[src/core/mfc_map.svh]
/*
 * Register map, field positions, reset values and timing counts of the MAC
 * flow-control and PHY data register block.
 * Assumes an 8-bit AXI4-Lite byte address and 32-bit data.
 */
`ifndef MFC_MAP_SVH
`define MFC_MAP_SVH

// ****************************************************************
// Register indices and byte addresses
// ****************************************************************
`define MFC_IDX_PHY_ACC    6'h06
`define MFC_IDX_PHY_DATA   6'h07
`define MFC_IDX_FLOW       6'h08
`define MFC_IDX_MODE       6'h0D
`define MFC_ADDR_PHY_ACC   {`MFC_IDX_PHY_ACC, 2'h0}
`define MFC_ADDR_PHY_DATA  {`MFC_IDX_PHY_DATA, 2'h0}
`define MFC_ADDR_FLOW      {`MFC_IDX_FLOW, 2'h0}
`define MFC_ADDR_MODE      {`MFC_IDX_MODE, 2'h0}

// ****************************************************************
// Field positions
// ****************************************************************
`define MFC_DATA_MSB       15
`define MFC_ACC_ADDR_MSB   15
`define MFC_ACC_IDX_MSB    10
`define MFC_ACC_IDX_LSB    6
`define MFC_ACC_WRITE      1
`define MFC_ACC_BUSY       0
`define MFC_FLOW_PT_MSB    31
`define MFC_FLOW_PT_LSB    16
`define MFC_FLOW_PASS      2
`define MFC_FLOW_EN        1
`define MFC_FLOW_BUSY      0
`define MFC_MODE_FDX       0
`define MFC_MODE_PROMISC   1

// ****************************************************************
// Reset values and bus answers
// ****************************************************************
`define MFC_RST_WORD       32'h0000_0000
`define MFC_RST_HALF       16'h0000
`define MFC_RESP_OKAY      2'h0
`define MFC_RESP_SLVERR    2'h2

// ****************************************************************
// Timing: one slot is 512 bit times, 5120 ns at 100 Mb/s
// ****************************************************************
`define MFC_SLOT_TIME_NS   5120
`define MFC_CLK_PERIOD_NS  10
`define MFC_SLOT_CYCLES    (`MFC_SLOT_TIME_NS / `MFC_CLK_PERIOD_NS)

`endif

[src/core/mfc_pkg.sv]
/*
 * Types shared by the flow-control register block.
 * Assumes mfc_map.svh supplies all numeric constants.
 */
package mfc_pkg;

    typedef enum logic [1:0] {MFC_FC_IDLE, MFC_FC_PAUSE_TX, MFC_FC_BACKPRESS} mfc_fc_state_t;

    typedef enum logic [2:0] {MFC_SEL_NONE, MFC_SEL_ACC, MFC_SEL_DATA, MFC_SEL_FLOW,
                              MFC_SEL_MODE} mfc_sel_t;

endpackage : mfc_pkg

[src/core/mfc_flow_regs.sv]
/*
 * PHY management data register, PHY access register and the pause and
 * backpressure flow-control block, with an AXI4-Lite register slave.
 * Assumes all link-side inputs come from MAC logic on aclk, so none is
 * synchronised, and that the management sequencer answers each start.
 */
// Behaviour
// - PHY data register keeps 16 bits low, upper half reserved.
// - Data register holds PHY write data and receives PHY read result.
// - Transmitted pause frame carries the pause-time field of the flow register.
// - Full duplex: busy set while pause frame sends, cleared when done.
// - Half duplex: busy stays set while backpressure is applied.
// - Pass set and valid pause received: packet-filter status bit set.
// - Pass clear: packet-filter bit not set for pause frames.
// - Every received frame is forwarded, including control and errored frames.
// - Address filtering modes such as promiscuous override the pass setting.
// - Enabled: valid pause stalls transmitter for pause time times slot time.
// - Enable clear: no control frame decode, flow control inactive; code still sends a pause frame on fc_trigger in full duplex.
// - Pause function only in full duplex with flow control enabled; code gates pause transmit on full duplex only.
// - Half duplex: enable bit enables backpressure on received frames.
// - Data register held during PHY write, invalid during read, until busy clears.
// - Five-bit index selects the PHY register accessed.
`timescale 1ns/1ps
`include "mfc_map.svh"

module mfc_flow_regs
    import mfc_pkg::*;
(
    input  wire logic        aclk,
    input  wire logic        aresetn,
    input  wire logic        ce,
    input  wire logic [7:0]  s_axi_awaddr,
    input  wire logic        s_axi_awvalid,
    output logic             s_axi_awready,
    input  wire logic [31:0] s_axi_wdata,
    input  wire logic [3:0]  s_axi_wstrb,
    input  wire logic        s_axi_wvalid,
    output logic             s_axi_wready,
    output logic [1:0]       s_axi_bresp,
    output logic             s_axi_bvalid,
    input  wire logic        s_axi_bready,
    input  wire logic [7:0]  s_axi_araddr,
    input  wire logic        s_axi_arvalid,
    output logic             s_axi_arready,
    output logic [31:0]      s_axi_rdata,
    output logic [1:0]       s_axi_rresp,
    output logic             s_axi_rvalid,
    input  wire logic        s_axi_rready,
    output logic             phy_start,
    output logic             phy_write,
    output logic [4:0]       phy_reg_index,
    output logic [15:0]      phy_wdata,
    input  wire logic        phy_done,
    input  wire logic [15:0] phy_rdata,
    input  wire logic        fc_trigger,
    input  wire logic        bp_request,
    output logic             pause_tx_req,
    output logic [15:0]      pause_tx_time,
    input  wire logic        pause_tx_done,
    output logic             backpressure_on,
    input  wire logic        rx_frame_end,
    input  wire logic        rx_is_pause,
    input  wire logic [15:0] rx_pause_quanta,
    input  wire logic        rx_addr_fail,
    output logic             rx_status_valid,
    output logic             rx_status_pkt_filter,
    output logic             tx_stall
);

    // ****************************************************************
    // Decode helpers
    // ****************************************************************
    function automatic mfc_sel_t mfc_decode(input logic [7:0] a);
        case (a)
            `MFC_ADDR_PHY_ACC:  mfc_decode = MFC_SEL_ACC;
            `MFC_ADDR_PHY_DATA: mfc_decode = MFC_SEL_DATA;
            `MFC_ADDR_FLOW:     mfc_decode = MFC_SEL_FLOW;
            `MFC_ADDR_MODE:     mfc_decode = MFC_SEL_MODE;
            default:            mfc_decode = MFC_SEL_NONE;
        endcase
    endfunction : mfc_decode

    function automatic logic [31:0] mfc_merge(input logic [31:0] old_v, input logic [31:0] new_v,
                                              input logic [3:0] strb);
        for (int i = 0; i < 4; i++) begin
            mfc_merge[i*8 +: 8] = strb[i] ? new_v[i*8 +: 8] : old_v[i*8 +: 8];
        end
    endfunction : mfc_merge

    // ****************************************************************
    // Register state
    // ****************************************************************
    logic [15:0]   phy_data;
    logic [4:0]    phy_addr_field;
    logic          phy_access_busy;
    logic [15:0]   pause_time_value;
    logic          pass_control_frames;
    logic          flow_ctrl_enable;
    logic          full_duplex;
    logic          promiscuous;
    mfc_fc_state_t fc_state;
    mfc_fc_state_t next_fc_state;
    logic [15:0]   pause_left;
    logic [9:0]    slot_cnt;

    wire logic        flow_ctrl_busy = (fc_state != MFC_FC_IDLE);
    wire logic        wr_fire  = s_axi_awready & s_axi_awvalid & s_axi_wready & s_axi_wvalid;
    wire logic        rd_fire  = s_axi_arready & s_axi_arvalid;
    wire mfc_sel_t    wr_sel   = mfc_decode(s_axi_awaddr);
    wire mfc_sel_t    rd_sel   = mfc_decode(s_axi_araddr);
    wire logic [31:0] acc_word = {16'h0000, phy_addr_field, phy_reg_index, 4'h0, phy_write,
                                  phy_access_busy};
    wire logic [31:0] flow_word = {pause_time_value, 13'h0000, pass_control_frames,
                                   flow_ctrl_enable, flow_ctrl_busy};
    wire logic [31:0] mode_word = {30'h0000_0000, promiscuous, full_duplex};
    wire logic [31:0] wr_acc   = mfc_merge(acc_word, s_axi_wdata, s_axi_wstrb);
    wire logic [31:0] wr_data  = mfc_merge({16'h0000, phy_data}, s_axi_wdata, s_axi_wstrb);
    wire logic [31:0] wr_flow  = mfc_merge(flow_word, s_axi_wdata, s_axi_wstrb);
    wire logic [31:0] wr_mode  = mfc_merge(mode_word, s_axi_wdata, s_axi_wstrb);
    wire logic [31:0] rd_word  = (rd_sel == MFC_SEL_ACC)  ? acc_word :
                                 (rd_sel == MFC_SEL_DATA) ? {16'h0000, phy_data} :
                                 (rd_sel == MFC_SEL_FLOW) ? flow_word :
                                 (rd_sel == MFC_SEL_MODE) ? mode_word : `MFC_RST_WORD;
    wire logic        acc_go   = wr_fire & (wr_sel == MFC_SEL_ACC) & ~phy_access_busy
                                 & wr_acc[`MFC_ACC_BUSY];
    wire logic        rx_pause_ok = rx_frame_end & rx_is_pause & flow_ctrl_enable
                                    & full_duplex;
    wire logic        slot_end = (slot_cnt == 10'(`MFC_SLOT_CYCLES - 1));

    // ****************************************************************
    // AXI4-Lite handshakes
    // ****************************************************************
    // Address and data are taken together, so a half-offered write waits.
    always_ff @(posedge aclk) begin
        if (!aresetn) begin
            s_axi_awready <= 1'b0;
            s_axi_wready  <= 1'b0;
            s_axi_bvalid  <= 1'b0;
            s_axi_bresp   <= `MFC_RESP_OKAY;
            s_axi_arready <= 1'b0;
            s_axi_rvalid  <= 1'b0;
            s_axi_rresp   <= `MFC_RESP_OKAY;
            s_axi_rdata   <= `MFC_RST_WORD;
        end else if (ce) begin
            s_axi_awready <= s_axi_awvalid & s_axi_wvalid & ~s_axi_awready & ~s_axi_bvalid;
            s_axi_wready  <= s_axi_awvalid & s_axi_wvalid & ~s_axi_awready & ~s_axi_bvalid;
            s_axi_arready <= s_axi_arvalid & ~s_axi_arready & ~s_axi_rvalid;
            if (wr_fire) begin
                s_axi_bvalid <= 1'b1;
                s_axi_bresp  <= (wr_sel == MFC_SEL_NONE) ? `MFC_RESP_SLVERR : `MFC_RESP_OKAY;
            end else if (s_axi_bready) begin
                s_axi_bvalid <= 1'b0;
            end
            if (rd_fire) begin
                s_axi_rvalid <= 1'b1;
                s_axi_rdata  <= rd_word;
                s_axi_rresp  <= (rd_sel == MFC_SEL_NONE) ? `MFC_RESP_SLVERR : `MFC_RESP_OKAY;
            end else if (s_axi_rready) begin
                s_axi_rvalid <= 1'b0;
            end
        end
    end

    // ****************************************************************
    // PHY access and data registers
    // ****************************************************************
    // Writes to the data register are dropped while an access runs, so a
    // PHY write always sees stable data.
    always_ff @(posedge aclk) begin
        if (!aresetn) begin
            phy_data        <= `MFC_RST_HALF;
            phy_addr_field  <= 5'h00;
            phy_reg_index   <= 5'h00;
            phy_write       <= 1'b0;
            phy_access_busy <= 1'b0;
            phy_start       <= 1'b0;
            phy_wdata       <= `MFC_RST_HALF;
        end else if (ce) begin
            phy_start <= acc_go;
            if (acc_go) begin
                phy_addr_field  <= wr_acc[`MFC_ACC_ADDR_MSB:`MFC_ACC_IDX_MSB+1];
                phy_reg_index   <= wr_acc[`MFC_ACC_IDX_MSB:`MFC_ACC_IDX_LSB];
                phy_write       <= wr_acc[`MFC_ACC_WRITE];
                phy_access_busy <= 1'b1;
                phy_wdata       <= phy_data;
            end else if (phy_done) begin
                phy_access_busy <= 1'b0;
            end
            if (phy_access_busy & phy_done & ~phy_write) begin
                phy_data <= phy_rdata;
            end else if (wr_fire & (wr_sel == MFC_SEL_DATA) & ~phy_access_busy) begin
                phy_data <= wr_data[`MFC_DATA_MSB:0];
            end
        end
    end

    // ****************************************************************
    // Flow and mode registers
    // ****************************************************************
    // The busy position of a write is never stored; it is computed state.
    always_ff @(posedge aclk) begin
        if (!aresetn) begin
            pause_time_value    <= `MFC_RST_HALF;
            pass_control_frames <= 1'b0;
            flow_ctrl_enable    <= 1'b0;
            full_duplex         <= 1'b0;
            promiscuous         <= 1'b0;
        end else if (ce && wr_fire) begin
            if (wr_sel == MFC_SEL_FLOW) begin
                pause_time_value    <= wr_flow[`MFC_FLOW_PT_MSB:`MFC_FLOW_PT_LSB];
                pass_control_frames <= wr_flow[`MFC_FLOW_PASS];
                flow_ctrl_enable    <= wr_flow[`MFC_FLOW_EN];
            end
            if (wr_sel == MFC_SEL_MODE) begin
                full_duplex <= wr_mode[`MFC_MODE_FDX];
                promiscuous <= wr_mode[`MFC_MODE_PROMISC];
            end
        end
    end

    // ****************************************************************
    // Pause transmit and backpressure state machine
    // ****************************************************************
    always_comb begin
        next_fc_state = fc_state;
        case (fc_state)
            MFC_FC_IDLE: begin
                if (full_duplex & fc_trigger) begin
                    next_fc_state = MFC_FC_PAUSE_TX;
                end else if (~full_duplex & flow_ctrl_enable & bp_request) begin
                    next_fc_state = MFC_FC_BACKPRESS;
                end
            end
            MFC_FC_PAUSE_TX: begin
                if (pause_tx_done) begin
                    next_fc_state = MFC_FC_IDLE;
                end
            end
            MFC_FC_BACKPRESS: begin
                if (full_duplex | ~flow_ctrl_enable | ~bp_request) begin
                    next_fc_state = MFC_FC_IDLE;
                end
            end
            default: next_fc_state = MFC_FC_IDLE;
        endcase
    end

    always_ff @(posedge aclk) begin
        if (!aresetn) begin
            fc_state        <= MFC_FC_IDLE;
            pause_tx_req    <= 1'b0;
            pause_tx_time   <= `MFC_RST_HALF;
            backpressure_on <= 1'b0;
        end else if (ce) begin
            fc_state        <= next_fc_state;
            pause_tx_req    <= (next_fc_state == MFC_FC_PAUSE_TX);
            backpressure_on <= (next_fc_state == MFC_FC_BACKPRESS);
            if (fc_state == MFC_FC_IDLE && next_fc_state == MFC_FC_PAUSE_TX) begin
                pause_tx_time <= pause_time_value;
            end
        end
    end

    // ****************************************************************
    // Received pause timer and receive status
    // ****************************************************************
    // The stall only gates transmission; received data is never held back.
    always_ff @(posedge aclk) begin
        if (!aresetn) begin
            pause_left           <= `MFC_RST_HALF;
            slot_cnt             <= 10'h000;
            tx_stall             <= 1'b0;
            rx_status_valid      <= 1'b0;
            rx_status_pkt_filter <= 1'b0;
        end else if (ce) begin
            if (rx_pause_ok) begin
                pause_left <= rx_pause_quanta;
                slot_cnt   <= 10'h000;
            end else if (~flow_ctrl_enable) begin
                pause_left <= `MFC_RST_HALF;
            end else if (pause_left != `MFC_RST_HALF) begin
                slot_cnt <= slot_end ? 10'h000 : slot_cnt + 10'h001;
                if (slot_end) begin
                    pause_left <= pause_left - 16'h0001;
                end
            end
            tx_stall        <= rx_pause_ok ? (rx_pause_quanta != `MFC_RST_HALF)
                             : (flow_ctrl_enable & (pause_left != `MFC_RST_HALF)
                                & ~(slot_end & (pause_left == 16'h0001)));
            rx_status_valid <= rx_frame_end;
            if (rx_frame_end) begin
                rx_status_pkt_filter <= ~promiscuous & (rx_addr_fail
                    | (pass_control_frames & rx_is_pause & flow_ctrl_enable));
            end
        end
    end
endmodule : mfc_flow_regs

[config.mk]
export PLATFORM = sky130hd
export DESIGN_NAME = mfc_flow_regs
export DESIGN_NICKNAME = d
export VERILOG_FILES = /design/src/core/mfc_pkg.sv /design/src/core/mfc_flow_regs.sv
export VERILOG_INCLUDE_DIRS = /design/src /design/src/core
export SDC_FILE = /design/constraint.sdc
export NUM_CORES = 1
export LEC_CHECK = 0
export BUFFER_PORTS_ARGS = -buffer_cell sky130_fd_sc_hd__clkbuf_2
export CELL_PAD_IN_SITES_DETAIL_PLACEMENT = 0
export CELL_PAD_IN_SITES_GLOBAL_PLACEMENT = 1
export CORE_UTILIZATION = 34
export DETAILED_ROUTE_END_ITERATION = 8
export PLACE_DENSITY_LB_ADDON = 0.1
export SYNTH_ARGS = -nofsm -noshare
export SYNTH_HDL_FRONTEND = slang
export SYNTH_SLANG_ARGS = --single-unit
[constraint.sdc]
create_clock -name aclk -period 1.8 [get_ports aclk]
set_input_delay 0.09 -clock aclk [delete_from_list [all_inputs] [get_ports aclk]]
set_output_delay 0.09 -clock aclk [all_outputs]
set_load 0.01 [all_outputs]
-- Word level (Yosys, flattened, before mapping)
Index checks and enable logic that the tools add are counted.
- bits in registers: 154
- input bits: 99
- output and inout port bits: 85
- logic and storage cells: 166
- add/sub/neg operators: 2
- equality and inequality tests: 24
- multiplexer cells: 33
- bitwise gates (word level): 42
- reduce and logical (&&, ||, !) cells: 34
- operators with widths (kind ; number):
    $mux 16 ; 6
    $mux 32 ; 3
    $mux 10 ; 4
    $eq 8x5->1 const B ; 4
    $eq 8x6->1 const B ; 4
    $reduce_bool 16->1 ; 2
    $reduce_and 3->1 ; 10
    $and 1x1->1 ; 28
    $pmux 3 s4 ; 2
    $reduce_bool 2->1 ; 9
    $eq 16x1->1 const B ; 1
    $mux 8 ; 2
    $reduce_and 2->1 ; 8
    $sub 16x1->16 const B ; 1
    $mux 2 ; 7
    $eq 3x2->1 const B ; 4
    $not 1->1 ; 11
    $add 10x1->10 const B ; 1
    $eq 10x9->1 const B ; 1
    $mux 1 ; 8
    $eq 3x1->1 const B ; 2
    $eq 3x3->1 const B ; 2
    $logic_not 3->1 ; 2
    $ne 3x1->1 const B ; 2
    6 further kinds ; 11

-- Depth between registers and ports, before layout
- word-level depth: 9
- depth in mapped cells: 9
- gate-level depth less buffers: 7

-- Worst setup path after synthesis
Ideal clock, no wire load.
- path type: register to register
- from: register pause_left[0]
- to: register pause_left[10]
- setup time: 0.123 ns
- arrival time: 1.789 ns
- data required time: 1.677 ns
- path slack: -0.112 ns
- cell stages (with the launch flop): 10
- path buffers: 2
- clock period less this slack: 1.912 ns
- path through: dfxtp_1 -> inv_1 -> ha_1 -> nor4b_1 -> and4_1 -> o31a_1 -> buf_4 -> buf_2 -> a221oi_1 -> nor2_1
- longest elaborated chain between the ends: 5
- elaborated cells between the ends (all ways): 8
- those cells by class: add/sub: 1; eq/ne: 1; mux: 4; reduce/logical: 2
- ends and longest elaborated chain (item ; RTL line ; RTL):
    from (decl) ; mfc_flow_regs.sv:103 ; logic [15:0] pause_left;
    from (signal assigned) ; mfc_flow_regs.sv:270 ; pause_left <= `MFC_RST_HALF;
    from (signal assigned) ; mfc_flow_regs.sv:277 ; pause_left <= rx_pause_quanta;
    from (signal assigned) ; mfc_flow_regs.sv:280 ; pause_left <= `MFC_RST_HALF;
    $sub 16x1->16 ; mfc_flow_regs.sv:284 ; pause_left <= pause_left - 16'h0001;
    $mux 16 ; mfc_flow_regs.sv:283 ; if (slot_end) begin
    $mux 16 ; mfc_flow_regs.sv:281 ; end else if (pause_left != `MFC_RST_HALF) begin
    $mux 16 ; mfc_flow_regs.sv:279 ; end else if (~flow_ctrl_enable) begin
    $mux 16 ; mfc_flow_regs.sv:276 ; if (rx_pause_ok) begin
Parallel ways exist; a longest one is shown, timed or not. The select of a mux whose other input is x is not followed.
A chain may end at the register's enable or synchronous reset.

-- Worst setup path in the final report
- from: register pause_left[1]
- to: register pause_left[12]
The elaborated chain is that of the path after synthesis.

==> results.txt <==
Crit Path Category - reg -> reg
Tightest Pin Transition - 0.503 ns
Setup violations, final - 5
Root buffer cell - clkbuf_16
Worst clock skew - 0.0116 ns
Multiplexer share of the synthesized area - 4.65%
Top-count cell post-synth - dfxtp_1
Final WL - 23,000 um
Htree depth - 4
Placed insts - 1,311
Synth area leaders - dfxtp_1 (44%), a21oi_1 (5.9%), nand2_1 (5.9%), nand3_1 (5.0%), mux2i_1 (4.5%)
Sequential cell area - 0.00306 mm^2
Die Span Y - 145 um
DP HPWL - 16,200 um
CTS tree - done
Failing checks - setup timing
CTS max path bufs - 2
Final WS setup - -0.0422 ns
Initial Util - 35.1%
Final Max Slew Viols - 0
# DRC - 0
Clk sinks - 152
Synth cell types - 67
Slowest CP cell - or4b_4
Reg2Reg Launch Point - pause_left[1]
Post-Syn Area - 0.00692 mm^2
Data required time of the worst path - 2.15 ns
Final setup TNS - -0.0684 ns
Fin crit period - 1.84 ns
Final instance count without filler cells - 1,391
Area growth, synth to finish - 44.6%
# fillers - 1,930
Largest family of logic cells by synthesized area - simple AND/OR/NAND/NOR gates
GPL Wtd Cong - 0.868
WP data arrival - 2.19 ns
Post-Syn Instances - 834
Total grt overflow - 0
WHS Path Cells - 5
Unrepaired setup endpoints after global routing - yes
Core region area - 0.0197 mm^2
Syn_area_per_cell - 8.29 um^2
EDFF count, synth - 0
Post-synthesis adder-cell area fraction - 0.723%
WHS Endpoint - pause_left[2]
Post-synthesis async set-or-reset flop share - 0%
Initial drt markers - 377
I/O Buffers - 181
Critical Path End Type - flop
Crit path max fanout - 4
Nets - 1,216
Power Density - 779 mW/mm^2
Post-Synth Simple-Gate Area - 26.3%
DR vias - 7,082
Crit path max-delay family - simple AND/OR/NAND/NOR gates
Die extent in x - 145 um
Final Hold Vio Count - 0
Register area share after synthesis - 44.0%
Compound-cell area share of the yosys netlist - 18.0%
GRT Util Overall - 22.5%
Num CTS Buffers - 17
Maximum vdd drop - 0.611 mV
Initial DRT Pass Iterations - 5
Multi-input gate area - 0.00381 mm^2
Clock Latency Late Sink - 0.42 ns
Fraction of layout cells with a size suffix above 1 - 34.6%
Hold Startpoint - rx_pause_quanta[2]
Fraction of the cycle the final worst path needs - 102%
First-pass GRT wire length - 36,100 um
Initial antenna violation count - 0
Diodes inserted - 0
YS warnings - 0
Tot Pwr - 7790 uW
Lkg Pwr - 0.00429 uW
Synth cell count leaders - dfxtp_1 (152), nand2_1 (108), a21oi_1 (81), nor2_1 (81), nand3_1 (69)
Primary FF master, synth - dfxtp_1
Seq cells post-synth - 152
Crit-path most repeated cell - buf_6
Reg2reg setup slack - -0.04 ns
RR Endpoint - pause_left[12]
Routed len/inst - 16.6 um
Slew HR - 66.4%
Vias/cell - 5.09
Xor/xnor cell area share of the yosys netlist - 1.52%
Status - finished, violations left
Largest net degree at the start of global routing - 81
ANT nets after route - 0
# IOs - 184
CP startpoint kind - flop
Crit-path cells - inv_4 > buf_6 > ha_4 > or4b_4 > buf_6 > o41ai_4 > nand2_1 > a21oi_2
Hold Slack - 0.0366 ns
Post-synth top area cell - dfxtp_1
Worst Reg-to-Reg Cells - 8
Num rows - 51
Max-cap violations - 0
Worst path bufs/invs - 3
Yosys top cell area share - 44.0%
Fmax - 543 MHz
Vias in the first global route - 6,688
Max incr delay on CP - 0.53 ns
Hold crit path type - in -> reg
Clock transition at the registers of the reported paths - 0.07 ns
Place WS - -0.248 ns
Die ar. - 0.0209 mm^2
-- routing by layer --
layer  part of all wire [%]  vias to the layer above  wire length, um  track usage [%]
met4                    1.5                        0              352             5.37
met5                      0                        -                0                0
met1                     47                     3288            10800             30.4
li1                       -                     3575                -                -
met3                    5.4                       28             1240             5.99
met2                     46                      191            10600             35.6
-- through the flow --
step / area [um^2] / utilization, %
after CTS: 9840 / 49.9
after detailed placement: 8680 / 44.0
after global routing: 10000 / 50.7
after global placement: 8680 / 44.0
final: 10000 / 50.7
after floorplan: 6960 / -
-- placed cells by master, fill, tap and decap left out, types with 7 or more instances in the layout --
| cell | count |
|---|---|
| dfxtp_1 | 139 |
| o21ai_1 | 19 |
| o211a_1 | 16 |
| nor4_1 | 23 |
| a21oi_1 | 76 |
| o21ai_2 | 8 |
| nor3_1 | 20 |
| buf_6 | 8 |
| o21ai_0 | 32 |
| nor2_1 | 81 |
| mux2i_1 | 31 |
| buf_12 | 7 |
| buf_4 | 84 |
| nand2_1 | 107 |
| xor2_1 | 9 |
| nand4_1 | 11 |
| dfxtp_2 | 13 |
| dlygate4sd3_1 | 40 |
| nand3_1 | 66 |
| clkbuf_2 | 181 |
| clkbuf_16 | 17 |
-- state kept, by name, indices dropped and copies added (netlist names), 2 cells and up --
name / flops
pause_time_value: 16
pause_tx_time: 16
phy_data: 16
fc_state: 2
phy_addr_field: 5
phy_wdata: 16
phy_reg_index: 5
s_axi_rdata: 32
pause_left: 16
slot_cnt: 10
-- what timing repair did --
item,4_1_cts,5_1_grt
endpoints found under the hold margin,41,0
hold buffers,40,0
gates cloned,0,0
endpoints found under the setup margin,21,35
setup buffers,6,3
gates resized for setup,28,37
pin swaps,9,9
-- cells by family after synthesis --
family | after synthesis
buffers and inverters | 70
and+or+nand+nor | 364
AOI/OAI and AO/OA | 199
muxes | 32
adders and majority gates | 4
other | 1
DFF | 152
xor gates and xnor gates | 12
-- worst register-to-register path, delay by kind of cell, from the launching register on --
family                   cells  cell delay, ns
AO/OA/AOI/OAI                2            0.33
adder cells (fa/ha/maj)      1            0.12
buffers and inverters        3            0.34
flip-flops                   1            0.34
AND/OR/NAND/NOR              2            0.64
-- cell type report --
| cell class | count | share of cell area (%) |
|---|---|---|
| Timing Repair Buffer | 320 | 21.7 |
| Inverter | 9 | 0.400 |
| Clock inverter | 14 | 1.56 |
| Tap cell | 265 | 3.31 |
| Clock buffer | 18 | 4.39 |
| Multi-Input combinational cell | 613 | 38.1 |
| Sequential cell | 152 | 30.6 |
-- worst max-delay path by stage --
| stage | from | end | slack (ns) | depth (start not counted) |
|---|---|---|---|---|
| global route | pause_left[1] | pause_left[12] | -0.14 | 8 |
| detailed placement | pause_left[0] | pause_left[1] | -0.25 | 8 |
| finish | pause_left[1] | pause_left[12] | -0.04 | 8 |
| floorplan | pause_left[0] | pause_left[10] | 0.02 | 9 |
| global placement | pause_left[0] | pause_left[1] | -0.22 | 8 |
| CTS | pause_left[0] | pause_left[10] | -0.08 | 8 |
-- where the power goes --
group	switching [uW]	internal, uW	total (uW)
Sequential	19.5	3380	3400
Combinational	400	358	758
Clock	1620	2010	3630
Total	2040	5750	7790
(Power assumes the default switching activity.)
